File: src/css_pkg.sv
// Package of constants for the capacitive sense scan controller
package css_pkg;
  // ----------------------------------------------------------------
  // Register byte offsets
  // ----------------------------------------------------------------
  localparam logic [7:0] OFS_CONTROL   = 8'h00;
  localparam logic [7:0] OFS_CONFIG    = 8'h04;
  localparam logic [7:0] OFS_CHANNEL   = 8'h08;
  localparam logic [7:0] OFS_SCAN_BEG  = 8'h0c;
  localparam logic [7:0] OFS_SCAN_END  = 8'h10;
  localparam logic [7:0] OFS_THRESHOLD = 8'h14;
  localparam logic [7:0] OFS_RESULT    = 8'h18;
  localparam logic [7:0] OFS_IRQ_EN    = 8'h1c;
  // ----------------------------------------------------------------
  // Field positions and widths
  // ----------------------------------------------------------------
  localparam int CTL_ENABLE   = 7;
  localparam int CTL_COMPLETE = 5;
  localparam int CTL_BUSY     = 4;
  localparam int CTL_ABOVE    = 0;
  localparam int CFG_SRC_LO   = 4;
  localparam int CFG_ACC_LO   = 0;
  localparam int IEN_COMPLETE = 0;
  localparam int IEN_GREATER  = 1;
  localparam int CH_W         = 5;
  localparam int DATA_W       = 16;
  localparam int SUM_W        = 20;
  // ----------------------------------------------------------------
  // Start sources and accumulate counts
  // ----------------------------------------------------------------
  localparam logic [2:0] SRC_SOFT   = 3'h0;
  localparam logic [2:0] SRC_TMR0   = 3'h1;
  localparam logic [2:0] SRC_TMR2   = 3'h2;
  localparam logic [2:0] SRC_TMR1   = 3'h3;
  localparam logic [2:0] SRC_TMR3   = 3'h4;
  localparam logic [2:0] SRC_CONT   = 3'h6;
  localparam logic [2:0] SRC_SCAN   = 3'h7;
  localparam logic [1:0] ACC_X1     = 2'h0;
  localparam logic [1:0] ACC_X4     = 2'h1;
  localparam logic [1:0] ACC_X8     = 2'h2;
  localparam logic [3:0] LAST_X1    = 4'h0;
  localparam logic [3:0] LAST_X4    = 4'h3;
  localparam logic [3:0] LAST_X8    = 4'h7;
  localparam logic [3:0] LAST_X16   = 4'hf;
  localparam logic [31:0] RESET_WORD = 32'h0000_0000;
  // ----------------------------------------------------------------
  // Sequencer states, encoded 0, 1 and 3; WAIT to IDLE changes both bits
  // ----------------------------------------------------------------
  typedef enum logic [1:0] {
    ST_IDLE  = 2'h0,
    ST_START = 2'h1,
    ST_WAIT  = 2'h3
  } css_state_e;
endpackage

File: src/css_acc_if.sv
// Interface between sequencer and sample accumulator
`timescale 1ns/1ps
`default_nettype none
interface css_acc_if;
  logic        flush;
  logic        sample_valid;
  logic [15:0] sample;
  logic [1:0]  acc_sel;
  logic        last;
  logic        result_valid;
  logic [15:0] result;
  modport seq (output flush, sample_valid, sample, acc_sel,
               input last, result_valid, result);
  modport acc (input flush, sample_valid, sample, acc_sel,
               output last, result_valid, result);
endinterface // css_acc_if
`default_nettype wire

File: src/css_accum.sv
// Sample accumulator with divide by sample count
`timescale 1ns/1ps
`default_nettype none
module css_accum (
  input  wire logic pclk,
  input  wire logic presetn,
  css_acc_if.acc    bus
);
  logic [19:0] sum;
  logic [3:0]  cnt;
  logic [3:0]  last_idx;
  logic [19:0] sum_n;
  logic [19:0] quot;

  assign last_idx = (bus.acc_sel == css_pkg::ACC_X1) ? css_pkg::LAST_X1 :
                    (bus.acc_sel == css_pkg::ACC_X4) ? css_pkg::LAST_X4 :
                    (bus.acc_sel == css_pkg::ACC_X8) ? css_pkg::LAST_X8 :
                                                       css_pkg::LAST_X16;
  assign sum_n    = sum + {4'h0, bus.sample};
  assign quot     = (bus.acc_sel == css_pkg::ACC_X1) ? sum_n :
                    (bus.acc_sel == css_pkg::ACC_X4) ? (sum_n >> 2) :
                    (bus.acc_sel == css_pkg::ACC_X8) ? (sum_n >> 3) :
                                                       (sum_n >> 4);
  assign bus.last = (cnt == last_idx);

  always_ff @(posedge pclk or negedge presetn) begin
    if (!presetn) begin
      sum              <= 20'h0_0000;
      cnt              <= 4'h0;
      bus.result_valid <= 1'b0;
      bus.result       <= 16'h0000;
    end else if (bus.flush) begin
      sum              <= 20'h0_0000;
      cnt              <= 4'h0;
      bus.result_valid <= 1'b0;
    end else begin
      bus.result_valid <= bus.sample_valid && bus.last;
      if (bus.sample_valid && bus.last) begin
        sum        <= 20'h0_0000;
        cnt        <= 4'h0;
        bus.result <= quot[15:0];
      end else if (bus.sample_valid) begin
        sum <= sum_n;
        cnt <= cnt + 4'h1;
      end
    end
  end
endmodule // css_accum
`default_nettype wire

File: src/css_scan_ctrl.sv
// Capacitive sense scan controller with APB register slave
`timescale 1ns/1ps
`default_nettype none
module css_scan_ctrl (
  input  wire logic        pclk,
  input  wire logic        presetn,
  input  wire logic        psel,
  input  wire logic        penable,
  input  wire logic        pwrite,
  input  wire logic [7:0]  paddr,
  input  wire logic [31:0] pwdata,
  output var  logic [31:0] prdata,
  output var  logic        pready,
  output var  logic        pslverr,
  input  wire logic [3:0]  tmr_ovf,
  input  wire logic        suspend,
  input  wire logic        conv_done,
  input  wire logic [15:0] conv_data,
  output var  logic        conv_start,
  output var  logic [4:0]  channel,
  output var  logic        unit_powered,
  output var  logic        irq_complete,
  output var  logic        irq_greater,
  output var  logic        wake
);
  // ----------------------------------------------------------------
  // Registers
  // ----------------------------------------------------------------
  logic        enable;
  logic        complete;
  logic        busy;
  logic        above;
  logic [2:0]  src;
  logic [1:0]  acc_sel;
  logic [4:0]  scan_beg;
  logic [4:0]  scan_end;
  logic [15:0] threshold;
  logic [15:0] result;
  logic [1:0]  irq_en;
  logic        run;
  logic [3:0]  tmr_q;
  css_pkg::css_state_e state;
  css_pkg::css_state_e next_state;
  css_acc_if acc ();

  // ----------------------------------------------------------------
  // APB decode
  // ----------------------------------------------------------------
  wire access   = psel && penable && pready;
  wire wr       = access && pwrite;
  wire wr_ctl   = wr && (paddr == css_pkg::OFS_CONTROL);
  wire wr_cfg   = wr && (paddr == css_pkg::OFS_CONFIG);
  wire wr_chn   = wr && (paddr == css_pkg::OFS_CHANNEL);
  wire wr_beg   = wr && (paddr == css_pkg::OFS_SCAN_BEG);
  wire wr_end   = wr && (paddr == css_pkg::OFS_SCAN_END);
  wire wr_thr   = wr && (paddr == css_pkg::OFS_THRESHOLD);
  wire wr_ien   = wr && (paddr == css_pkg::OFS_IRQ_EN);
  wire mapped   = (paddr == css_pkg::OFS_CONTROL) ||
                  (paddr == css_pkg::OFS_CONFIG) ||
                  (paddr == css_pkg::OFS_CHANNEL) ||
                  (paddr == css_pkg::OFS_SCAN_BEG) ||
                  (paddr == css_pkg::OFS_SCAN_END) ||
                  (paddr == css_pkg::OFS_THRESHOLD) ||
                  (paddr == css_pkg::OFS_RESULT) ||
                  (paddr == css_pkg::OFS_IRQ_EN);
  wire [31:0] ctl_word = {24'h00_0000, enable, 1'b0, complete, busy,
                          3'h0, above};
  wire [31:0] rd_word  =
    (paddr == css_pkg::OFS_CONTROL)   ? ctl_word :
    (paddr == css_pkg::OFS_CONFIG)    ? {25'h000_0000, src, 2'h0,
                                         acc_sel} :
    (paddr == css_pkg::OFS_CHANNEL)   ? {27'h000_0000, channel} :
    (paddr == css_pkg::OFS_SCAN_BEG)  ? {27'h000_0000, scan_beg} :
    (paddr == css_pkg::OFS_SCAN_END)  ? {27'h000_0000, scan_end} :
    (paddr == css_pkg::OFS_THRESHOLD) ? {16'h0000, threshold} :
    (paddr == css_pkg::OFS_RESULT)    ? {16'h0000, result} :
    (paddr == css_pkg::OFS_IRQ_EN)    ? {30'h0000_0000, irq_en} :
                                        css_pkg::RESET_WORD;

  // ----------------------------------------------------------------
  // Start decode
  // ----------------------------------------------------------------
  // auto-scan select
  wire scan_mode = (src == css_pkg::SRC_SCAN);
  wire cont_mode = scan_mode || (src == css_pkg::SRC_CONT);
  wire busy_wr1  = wr_ctl && pwdata[css_pkg::CTL_BUSY];
  wire [3:0] tmr_edge = tmr_ovf & ~tmr_q;
  wire tmr_req   = ((src == css_pkg::SRC_TMR0) && tmr_edge[0]) ||
                   ((src == css_pkg::SRC_TMR1) && tmr_edge[1]) ||
                   ((src == css_pkg::SRC_TMR2) && tmr_edge[2]) ||
                   ((src == css_pkg::SRC_TMR3) && tmr_edge[3]);
  wire soft_req  = (src == css_pkg::SRC_SOFT) && busy_wr1;
  wire idle      = (state == css_pkg::ST_IDLE) && !busy;
  wire start_req = enable && idle && (soft_req || tmr_req || run);
  wire res_v     = acc.result_valid;
  wire gt        = acc.result > threshold;
  wire at_end    = (channel == scan_end);

  assign acc.flush        = !enable;
  assign acc.sample_valid = (state == css_pkg::ST_WAIT) && conv_done;
  assign acc.sample       = conv_data;
  assign acc.acc_sel      = acc_sel;

  css_accum u_accum (
    .pclk    (pclk),
    .presetn (presetn),
    .bus     (acc)
  );

  // ----------------------------------------------------------------
  // Sequencer
  // ----------------------------------------------------------------
  always_comb begin
    next_state = state;
    case (state)
      css_pkg::ST_IDLE: begin
        if (start_req) next_state = css_pkg::ST_START;
      end
      css_pkg::ST_START: begin
        next_state = css_pkg::ST_WAIT;
      end
      css_pkg::ST_WAIT: begin
        if (conv_done && acc.last) next_state = css_pkg::ST_IDLE;
        else if (conv_done) next_state = css_pkg::ST_START;
      end
      default: next_state = css_pkg::ST_IDLE;
    endcase
    if (!enable) next_state = css_pkg::ST_IDLE;
  end

  always_ff @(posedge pclk or negedge presetn) begin
    if (!presetn) begin
      state      <= css_pkg::ST_IDLE;
      conv_start <= 1'b0;
      tmr_q      <= 4'h0;
    end else begin
      state      <= next_state;
      conv_start <= (next_state == css_pkg::ST_START);
      tmr_q      <= tmr_ovf;
    end
  end

  // ----------------------------------------------------------------
  // Busy, run and flags
  // ----------------------------------------------------------------
  always_ff @(posedge pclk or negedge presetn) begin
    if (!presetn) begin
      busy <= 1'b0;
      run  <= 1'b0;
    end else begin
      if (!enable || res_v) busy <= 1'b0;
      else if (start_req) busy <= 1'b1;
      if (!enable || !cont_mode || (scan_mode && res_v && gt)) begin
        run <= 1'b0;
      end else if (busy_wr1) begin
        run <= 1'b1;
      end
    end
  end

  always_ff @(posedge pclk or negedge presetn) begin
    if (!presetn) begin
      complete <= 1'b0;
      above    <= 1'b0;
      result   <= 16'h0000;
    end else begin
      if (res_v) complete <= 1'b1;
      else if (wr_ctl && !pwdata[css_pkg::CTL_COMPLETE]) complete <= 1'b0;
      if (res_v) begin
        above  <= gt;
        result <= acc.result;
      end
    end
  end

  // ----------------------------------------------------------------
  // Channel select
  // ----------------------------------------------------------------
  always_ff @(posedge pclk or negedge presetn) begin
    if (!presetn) begin
      channel <= 5'h00;
    end else if (wr_beg && scan_mode) begin
      channel <= pwdata[4:0];
    end else if (wr_chn) begin
      channel <= pwdata[4:0];
    end else if (scan_mode && res_v && !gt) begin
      channel <= at_end ? scan_beg : channel + 5'h01;
    end
  end

  // ----------------------------------------------------------------
  // Configuration registers
  // ----------------------------------------------------------------
  always_ff @(posedge pclk or negedge presetn) begin
    if (!presetn) begin
      enable    <= 1'b0;
      src       <= css_pkg::SRC_SOFT;
      acc_sel   <= css_pkg::ACC_X1;
      scan_beg  <= 5'h00;
      scan_end  <= 5'h00;
      threshold <= 16'h0000;
      irq_en    <= 2'h0;
    end else begin
      if (wr_ctl) enable <= pwdata[css_pkg::CTL_ENABLE];
      if (wr_cfg) src <= pwdata[css_pkg::CFG_SRC_LO +: 3];
      if (wr_cfg) acc_sel <= pwdata[css_pkg::CFG_ACC_LO +: 2];
      if (wr_beg) scan_beg <= pwdata[4:0];
      if (wr_end) scan_end <= pwdata[4:0];
      if (wr_thr) threshold <= pwdata[15:0];
      if (wr_ien) irq_en <= pwdata[1:0];
    end
  end

  // ----------------------------------------------------------------
  // Outputs and APB answer
  // ----------------------------------------------------------------
  always_ff @(posedge pclk or negedge presetn) begin
    if (!presetn) begin
      unit_powered <= 1'b0;
      irq_complete <= 1'b0;
      irq_greater  <= 1'b0;
      wake         <= 1'b0;
      pready       <= 1'b0;
      pslverr      <= 1'b0;
      prdata       <= css_pkg::RESET_WORD;
    end else begin
      unit_powered <= enable;
      irq_complete <= complete && irq_en[css_pkg::IEN_COMPLETE];
      irq_greater  <= above && irq_en[css_pkg::IEN_GREATER];
      wake         <= suspend && res_v && gt;
      pready       <= psel && !penable && !pready;
      pslverr      <= psel && !penable && !pready && !mapped;
      if (psel && !penable) prdata <= rd_word;
    end
  end
endmodule // css_scan_ctrl
`default_nettype wire

File: config.mk
export PLATFORM = sky130hd
export DESIGN_NAME = css_scan_ctrl
export DESIGN_NICKNAME = d
export VERILOG_FILES = /design/src/css_pkg.sv /design/src/css_acc_if.sv /design/src/css_accum.sv /design/src/css_scan_ctrl.sv
export SDC_FILE = /design/constraint.sdc
export NUM_CORES = 1
export LEC_CHECK = 0
export BUFFER_PORTS_ARGS = -buffer_cell sky130_fd_sc_hd__buf_2
export CAP_MARGIN = 20
export CORE_ASPECT_RATIO = 0.7
export CORE_MARGIN = 2
export CORE_UTILIZATION = 52
export DETAILED_ROUTE_END_ITERATION = 8
export HOLD_SLACK_MARGIN = 0.02
export PLACE_DENSITY = 0.79
export SLEW_MARGIN = 20
export SYNTH_ARGS = -nofsm -noshare
export SYNTH_HDL_FRONTEND = slang
export SYNTH_SLANG_ARGS = --single-unit
File: constraint.sdc
create_clock -name pclk -period 2.4 [get_ports pclk]
set_input_delay 0.24 -clock pclk [delete_from_list [all_inputs] [get_ports pclk]]
set_output_delay 0.24 -clock pclk [all_outputs]
set_load 0.05 [all_outputs]
==> results.md, run 1 <==
- Core Area: 14600 sq um
- GRT Total Usage: 27.5%
- Dpl cell area: 8740 sq um
- IO buf count: 78
- Layout cells sized above 1: 31.1%
- Die Y: 106 um
- Initial core utilization: 52.7%
- First-pass GRT wire length: 34000 um
- Failing checks: negative setup slack
- # rows: 37
- Die width: 149 um
- Mapped Cells: 789
- Final WL: 21100 um
- Total Power: 5.25 mW
- CTS tree: yes
- TritonRoute pass-1 iters: 6
- Max cap viols: 0
- Status: finished, violations left
- Hold Vio Cnt, Final: 0
- Area Growth Syn to Fin: 26.2%
- Utilization after layout: 66.6%
- TNS Setup: -1.00 ns
- Pleak: 4.77 nW
- Clock Tree Buf Depth: 2
- IO Count: 111
- CTS Buf Count: 17
- Place WS: -0.165 ns
- Commonest non-fill, non-tap cell in the layout: dfrtp_1
- Final net count: 1040
- Design Area, Final: 9710 sq um
- Worst Path Arrival: 2.86 ns
- Via count: 6846
- Setup Skew: 0.00803 ns
- Pin count of the biggest net entering global routing: 54
- Unrepaired setup endpoints after global routing: true
- Vias in the first global route: 6480
- Worst endpoint required time: 2.69 ns
- Worst VDD drop: 0.497 mV
- Final min period: 2.57 ns
- Drt initial violations: 785
- Slew of the pin with the lowest slew margin: 0.600 ns
- Worst Setup Start Kind: flip-flop
- Final setup violation count: 13
- R2R setup slack: -0.17 ns
- EDFF count, synth: 0
- Post-DP HPWL: 15000 um
- DRC Markers: 0
- Global routing usage on met2: 38.8%
- Clk root buf: clkbuf_16
- Synth Flop Type: dfrtp_1
- Final period util: 107%
- Total Die Area: 15800 sq um
- Min-delay worst type: input pin to flip-flop
- PD cells: 541 nW/um^2
- Antenna-violating nets left: 0
- Ys Warns: 0
- WL/cell: 18.5 um
- Top cells by area, synth: dfrtp_1 42%, ha_1 5.5%, mux2_2 5.4%, nand2_1 4.1%, o21ai_0 3.7%
- Final worst slack: -0.173 ns
- Flops & latches, synth: 129
- Overflow after GRT: 0
- CP endpoint kind: flip-flop
- Routability cong.: 0.924
- GRT busiest layer: met1
- Sink Count: 129
- Ys async rst share: 100%
- Highest clock rate: 389 MHz
- Initial antenna violation count: 0
- # diodes: 0
- Commonest non-fill, non-tap cells in the layout: 129 x dfrtp_1, 85 x buf_4, 84 x nand2_1
- Relative slew slack: 60.0%
- Synth top area share: 42.0%
- Max FO, Critical Path: 3
- H-tree Lvls: 4
- Synth Area per Inst: 9.75 sq um
- Max-slew violation count: 0
- Synthesized area: 7690 sq um
- Grt met1 use: 42.1%
- Seq/Total Area, Yosys: 42.0%
- DR vias/cell: 5.98
- Met3 usage: 8.05%
- Clk_lat worst skew: 0.42 ns
- CP Class: flip-flop to flip-flop
- Synth unique cells: 79
- Clock transition at the registers of the reported paths: 0.06 ns
- Largest area contributor in the netlist: dfrtp_1
## final timing paths
path | depth (start not counted) | to | from
max reg2reg | 9 | u_accum.bus.result[14] | u_accum.sum[1]
min | 3 | threshold[9] | pwdata[9]
min reg2reg | 2 | prdata[13] | prdata[13]
max in group asynchronous | 3 | u_accum.cnt[1] | presetn
max | 9 | u_accum.bus.result[14] | u_accum.sum[1]
min in group asynchronous | 2 | prdata[3] | presetn
## power by group
group	internal, mW	total (mW)	switching [mW]
Combinational	0.156	0.439	0.283
Sequential	2.19	2.19	0.00567
Clock	1.67	2.62	0.953
## layer usage
metal	vias up	part of all wire, %
li1	3168	-
met1	3343	47
met2	309	43
met3	26	9.1
met4	0	1.1
met5	-	0
## synthesized netlist by cell type (4+ instances only)
| library cell | n |
|---|---|
| buf_4 | 16 |
| and3_1 | 10 |
| mux2_2 | 37 |
| buf_2 | 12 |
| mux2i_1 | 8 |
| o211ai_1 | 8 |
| a221oi_1 | 4 |
| nand4_1 | 8 |
| o21ai_1 | 5 |
| a21oi_1 | 36 |
| o31ai_1 | 6 |
| o21ai_0 | 57 |
| xnor2_1 | 11 |
| and2_1 | 11 |
| a211oi_1 | 7 |
| inv_1 | 28 |
| mux4_2 | 9 |
| a22o_1 | 14 |
| nand3_1 | 29 |
| and4_1 | 4 |
| clkbuf_1 | 25 |
| a311oi_1 | 4 |
| dfrtp_1 | 129 |
| ha_1 | 34 |
| nor3_1 | 11 |
| a22oi_1 | 9 |
| nand2_1 | 85 |
| a31oi_1 | 9 |
| a21boi_0 | 7 |
| nor2_1 | 43 |
| a21o_1 | 22 |
| nor2b_1 | 7 |
| nor3_2 | 5 |
| xor2_1 | 9 |
| o31a_1 | 4 |
| nand2b_1 | 5 |
## cell type report
cell class	count	area, sq um
Fill cell	1121	4880
Inverter	31	116
Multi-Input combinational cell	589	4400
Timing Repair Buffer	170	1120
Clock buffer	20	457
Sequential cell	129	3230
Clock inverter	11	138
Tap cell	195	244
## repair_timing
action,in CTS,in global routing
setup buffers,2,5
endpoints found under the setup margin,15,27
pin swaps,12,17
gates resized for setup,22,26
hold buffers,6,0
gates cloned,0,0
endpoints found under the hold margin,46,0
## worst max-delay path, cell delays in order (launching register included)
cell and delay (ns):
dfrtp_1 0.41, buf_4 0.16, fa_2 0.38, a211oi_4 0.23, o211ai_1 0.23, nand2_2 0.19, a41o_1 0.30, nor3_2 0.09
a2111oi_1 0.38, a211oi_2 0.06
## kinds of logic (layout without fill, tap and decap cells)
logic type / Yosys count / count (layout) / synth area share, %
AO/OA/AOI/OAI: 224 / 224 / 19.8
adder cells (fa/ha/maj): 35 / 35 / 5.79
flip-flops: 129 / 129 / 42.0
buffers and inverters: 86 / 232 / 5.17
other: 1 / 16 / 0.0488
multiplexers: 54 / 54 / 9.10
AND/OR/NAND/NOR: 240 / 240 / 15.8
XOR/XNOR: 20 / 20 / 2.28
## sequential cells by signal, indices dropped and copies added, names as in the netlist, 3 cells and up
signal,flops
u_accum.sum,20
prdata,16
result,16
threshold,16
u_accum.bus.result,16
channel,5
scan_beg,5
scan_end,5
tmr_q,4
u_accum.cnt,4
src,3
## stage by stage
stage | hold slack, ns | instances
2_1_floorplan | -0.0556 | 804
3_3_place_gp | 0.277 | 1101
3_5_place_dp | 0.279 | 1101
4_1_cts | 0.0203 | 1140
5_1_grt | 0.0365 | 1145
6_report | 0.0294 | 1145
No activity file was read; power rests on OpenSTA's default activity.
==> run 2: changes to the inputs <==
--- a/config.mk
+++ b/config.mk
@@ -7,9 +7,11 @@
 export LEC_CHECK = 0
 export BUFFER_PORTS_ARGS = -buffer_cell sky130_fd_sc_hd__buf_2
 export CAP_MARGIN = 20
+export CELL_PAD_IN_SITES_DETAIL_PLACEMENT = 0
+export CELL_PAD_IN_SITES_GLOBAL_PLACEMENT = 1
 export CORE_ASPECT_RATIO = 0.7
 export CORE_MARGIN = 2
-export CORE_UTILIZATION = 52
+export CORE_UTILIZATION = 40
 export DETAILED_ROUTE_END_ITERATION = 8
 export HOLD_SLACK_MARGIN = 0.02
 export PLACE_DENSITY = 0.79
==> run 2 against run 1 <==
  * The run still ends with negative setup slack left
  * Utilization shrank 13 points
  * Flip-flop and latch count is the same
  * First-iteration DRC count shrank 13%
  * Clock power grew 2%
  * Clock-buffer cell count shrank 2
  * Fmax shrank 2.8%
  * Worst hold slack gained 0.012 ns
==> results.md, run 2 (same netlist as run 1, synthesis figures left out) <==
- Place WS: -0.141 ns
- H-tree Lvls: 4
- Largest register FFs: 20
- Unrepaired setup endpoints after global routing: true
- TritonRoute pass-1 iters: 4
- # diodes: 0
- Core Area: 18900 sq um
- Worst stage delay on the critical path: 0.41 ns
- IO Count: 111
- Worst endpoint required time: 2.68 ns
- Total Die Area: 20400 sq um
- Highest clock rate: 378 MHz
- Hold Vio Cnt, Final: 0
- Design Area, Final: 10100 sq um
- Via count: 6752
- Combinational share of power: 8.7%
- Post-DP HPWL: 16100 um
- Worst Path Arrival: 2.93 ns
- GRT Total Usage: 21.7%
- Crit-path slowest cell: dfrtp_1
- Commonest non-fill, non-tap cell in the layout: dfrtp_1
- Clock Tree Buf Depth: 2
- # rows: 42
- WL/cell: 17.9 um
- DRC Markers: 0
- Clock transition at the registers of the reported paths: 0.07 ns
- Worst Path Buf+Inv: 2
- Initial core utilization: 40.8%
- Final period util: 110%
- Drt initial violations: 686
- Clk_lat worst skew: 0.41 ns
- Final worst slack: -0.248 ns
- NetSw: 1.32 mW
- Most used cell, CP: buf_4
- Worst VDD drop: 0.385 mV
- Initial antenna violation count: 0
- Status: finished, violations left
- Int Power: 4.01 mW
- CP endpoint kind: flip-flop
- Dpl cell area: 8890 sq um
- Crit. Startpoint: u_accum.sum[1]
- Die Y: 120 um
- Final min period: 2.65 ns
- Final net count: 1061
- Relative slew slack: 56.7%
- Failing checks: negative setup slack
- First-pass GRT wire length: 34500 um
- Overflow after GRT: 0
- Reg power frac: 41.2%
- Routability cong.: 0.918
- Critical path's top delay family: compound AO/OA/AOI/OAI gates
- Layout cells sized above 1: 33.6%
- Filler cells: 1688
- Worst Setup Start Kind: flip-flop
- CTS Buf Count: 17
- Reg with most FFs: u_accum.sum
- Pleak: 4.90 nW
- CP Cell Sequence: buf_4 -> fa_2 -> a211oi_2 -> o211ai_1 -> buf_4 -> a31oi_4 -> o31ai_4 -> or3_4 -> a31oi_1 -> nor3_1
- Clk pwr share: 50.1%
- Slew of the pin with the lowest slew margin: 0.650 ns
- Max FO, Critical Path: 4
- CTS tree: yes
- CP Class: flip-flop to flip-flop
- Area Growth Syn to Fin: 31.2%
- Max cap viols: 0
- Pin count of the biggest net entering global routing: 59
- Min-delay worst type: input pin to flip-flop
- Setup Skew: 0.0134 ns
- IO buf count: 78
- PD cells: 528 nW/um^2
- Sink Count: 129
- Reg-to-Reg Start: u_accum.sum[1]
- Die width: 170 um
- Utilization after layout: 53.5%
- Antenna-violating nets left: 0
- Hold wc startpoint: pwdata[12]
- DR vias/cell: 5.56
- Commonest non-fill, non-tap cells in the layout: 129 x dfrtp_1, 99 x buf_4, 82 x nand2_1
- Max-slew violation count: 0
- Final WL: 21800 um
- Clk root buf: clkbuf_16
- Vias in the first global route: 6321
- Net Sw Frac: 24.8%
- Final setup violation count: 16
-- run 2: layer usage --
layer	GRT usage (%)	share of wire (%)	vias up	wire length (um)
met4	3.85	0.37	0	80
met3	6.04	8.0	6	1740
met5	0	0	-	0
li1	-	-	3227	-
met1	35.2	53	3277	11400
met2	28.3	39	242	8530
-- run 2: layout make-up --
cell class	count	area, sq um	share of cell area, %
clock inverter	14	179	1.77
tap	242	303	3.00
timing repair buffer	191	1310	13.0
inverter	31	116	1.15
multi-input combinational	589	4530	44.9
sequential	129	3230	32.0
clock buffer	18	429	4.25
-- run 2: power groups by stage --
stage	clock, mW	combinational (mW)	sequential, mW
floorplan	0	0.219	2.25
global placement	0	0.411	2.23
detailed placement	0	0.412	2.23
CTS	2.70	0.433	2.19
global route	2.81	0.506	2.19
finish	2.67	0.465	2.19
-- run 2: per-stage QoR --
stage | TNS (ns) | hold WS [ns] | std cells | power, mW
finish | -2.12 | 0.0413 | 1214 | 5.33
global route | -4.25 | 0.0556 | 1214 | 5.50
CTS | -0.659 | 0.0212 | 1198 | 5.33
detailed placement | -1.03 | 0.261 | 1161 | 2.64
global placement | -0.671 | 0.260 | 1161 | 2.64
floorplan | -0.0108 | -0.0556 | 804 | 2.46
-- run 2: worst paths after layout --
check | to | slack [ns] | cells after the start
setup / recovery | u_accum.bus.result[15] | -0.25 | 10
hold / removal | threshold[12] | 0.04 | 3
setup reg to reg | u_accum.bus.result[15] | -0.25 | 10
hold reg to reg | prdata[11] | 0.47 | 2
max in group asynchronous | scan_end[4] | 1.28 | 3
min in group asynchronous | u_accum.sum[14] | 0.39 | 2
-- run 2: timing repair --
item | CTS | global route
hold endpoints to repair | 59 | 1
hold buffers | 5 | 1
setup endpoints to repair | 15 | 31
resized for setup | 24 | 50
cloned | 0 | 0
pin swaps | 9 | 29
setup buffers | 1 | 16
-- run 2: worst register-to-register path: stages (launching register included) --
cell,delay [ns]
dfrtp_1,0.41
buf_4,0.16
fa_2,0.37
a211oi_2,0.25
o211ai_1,0.26
buf_4,0.22
a31oi_4,0.20
o31ai_4,0.08
or3_4,0.34
a31oi_1,0.18
nor3_1,0.06
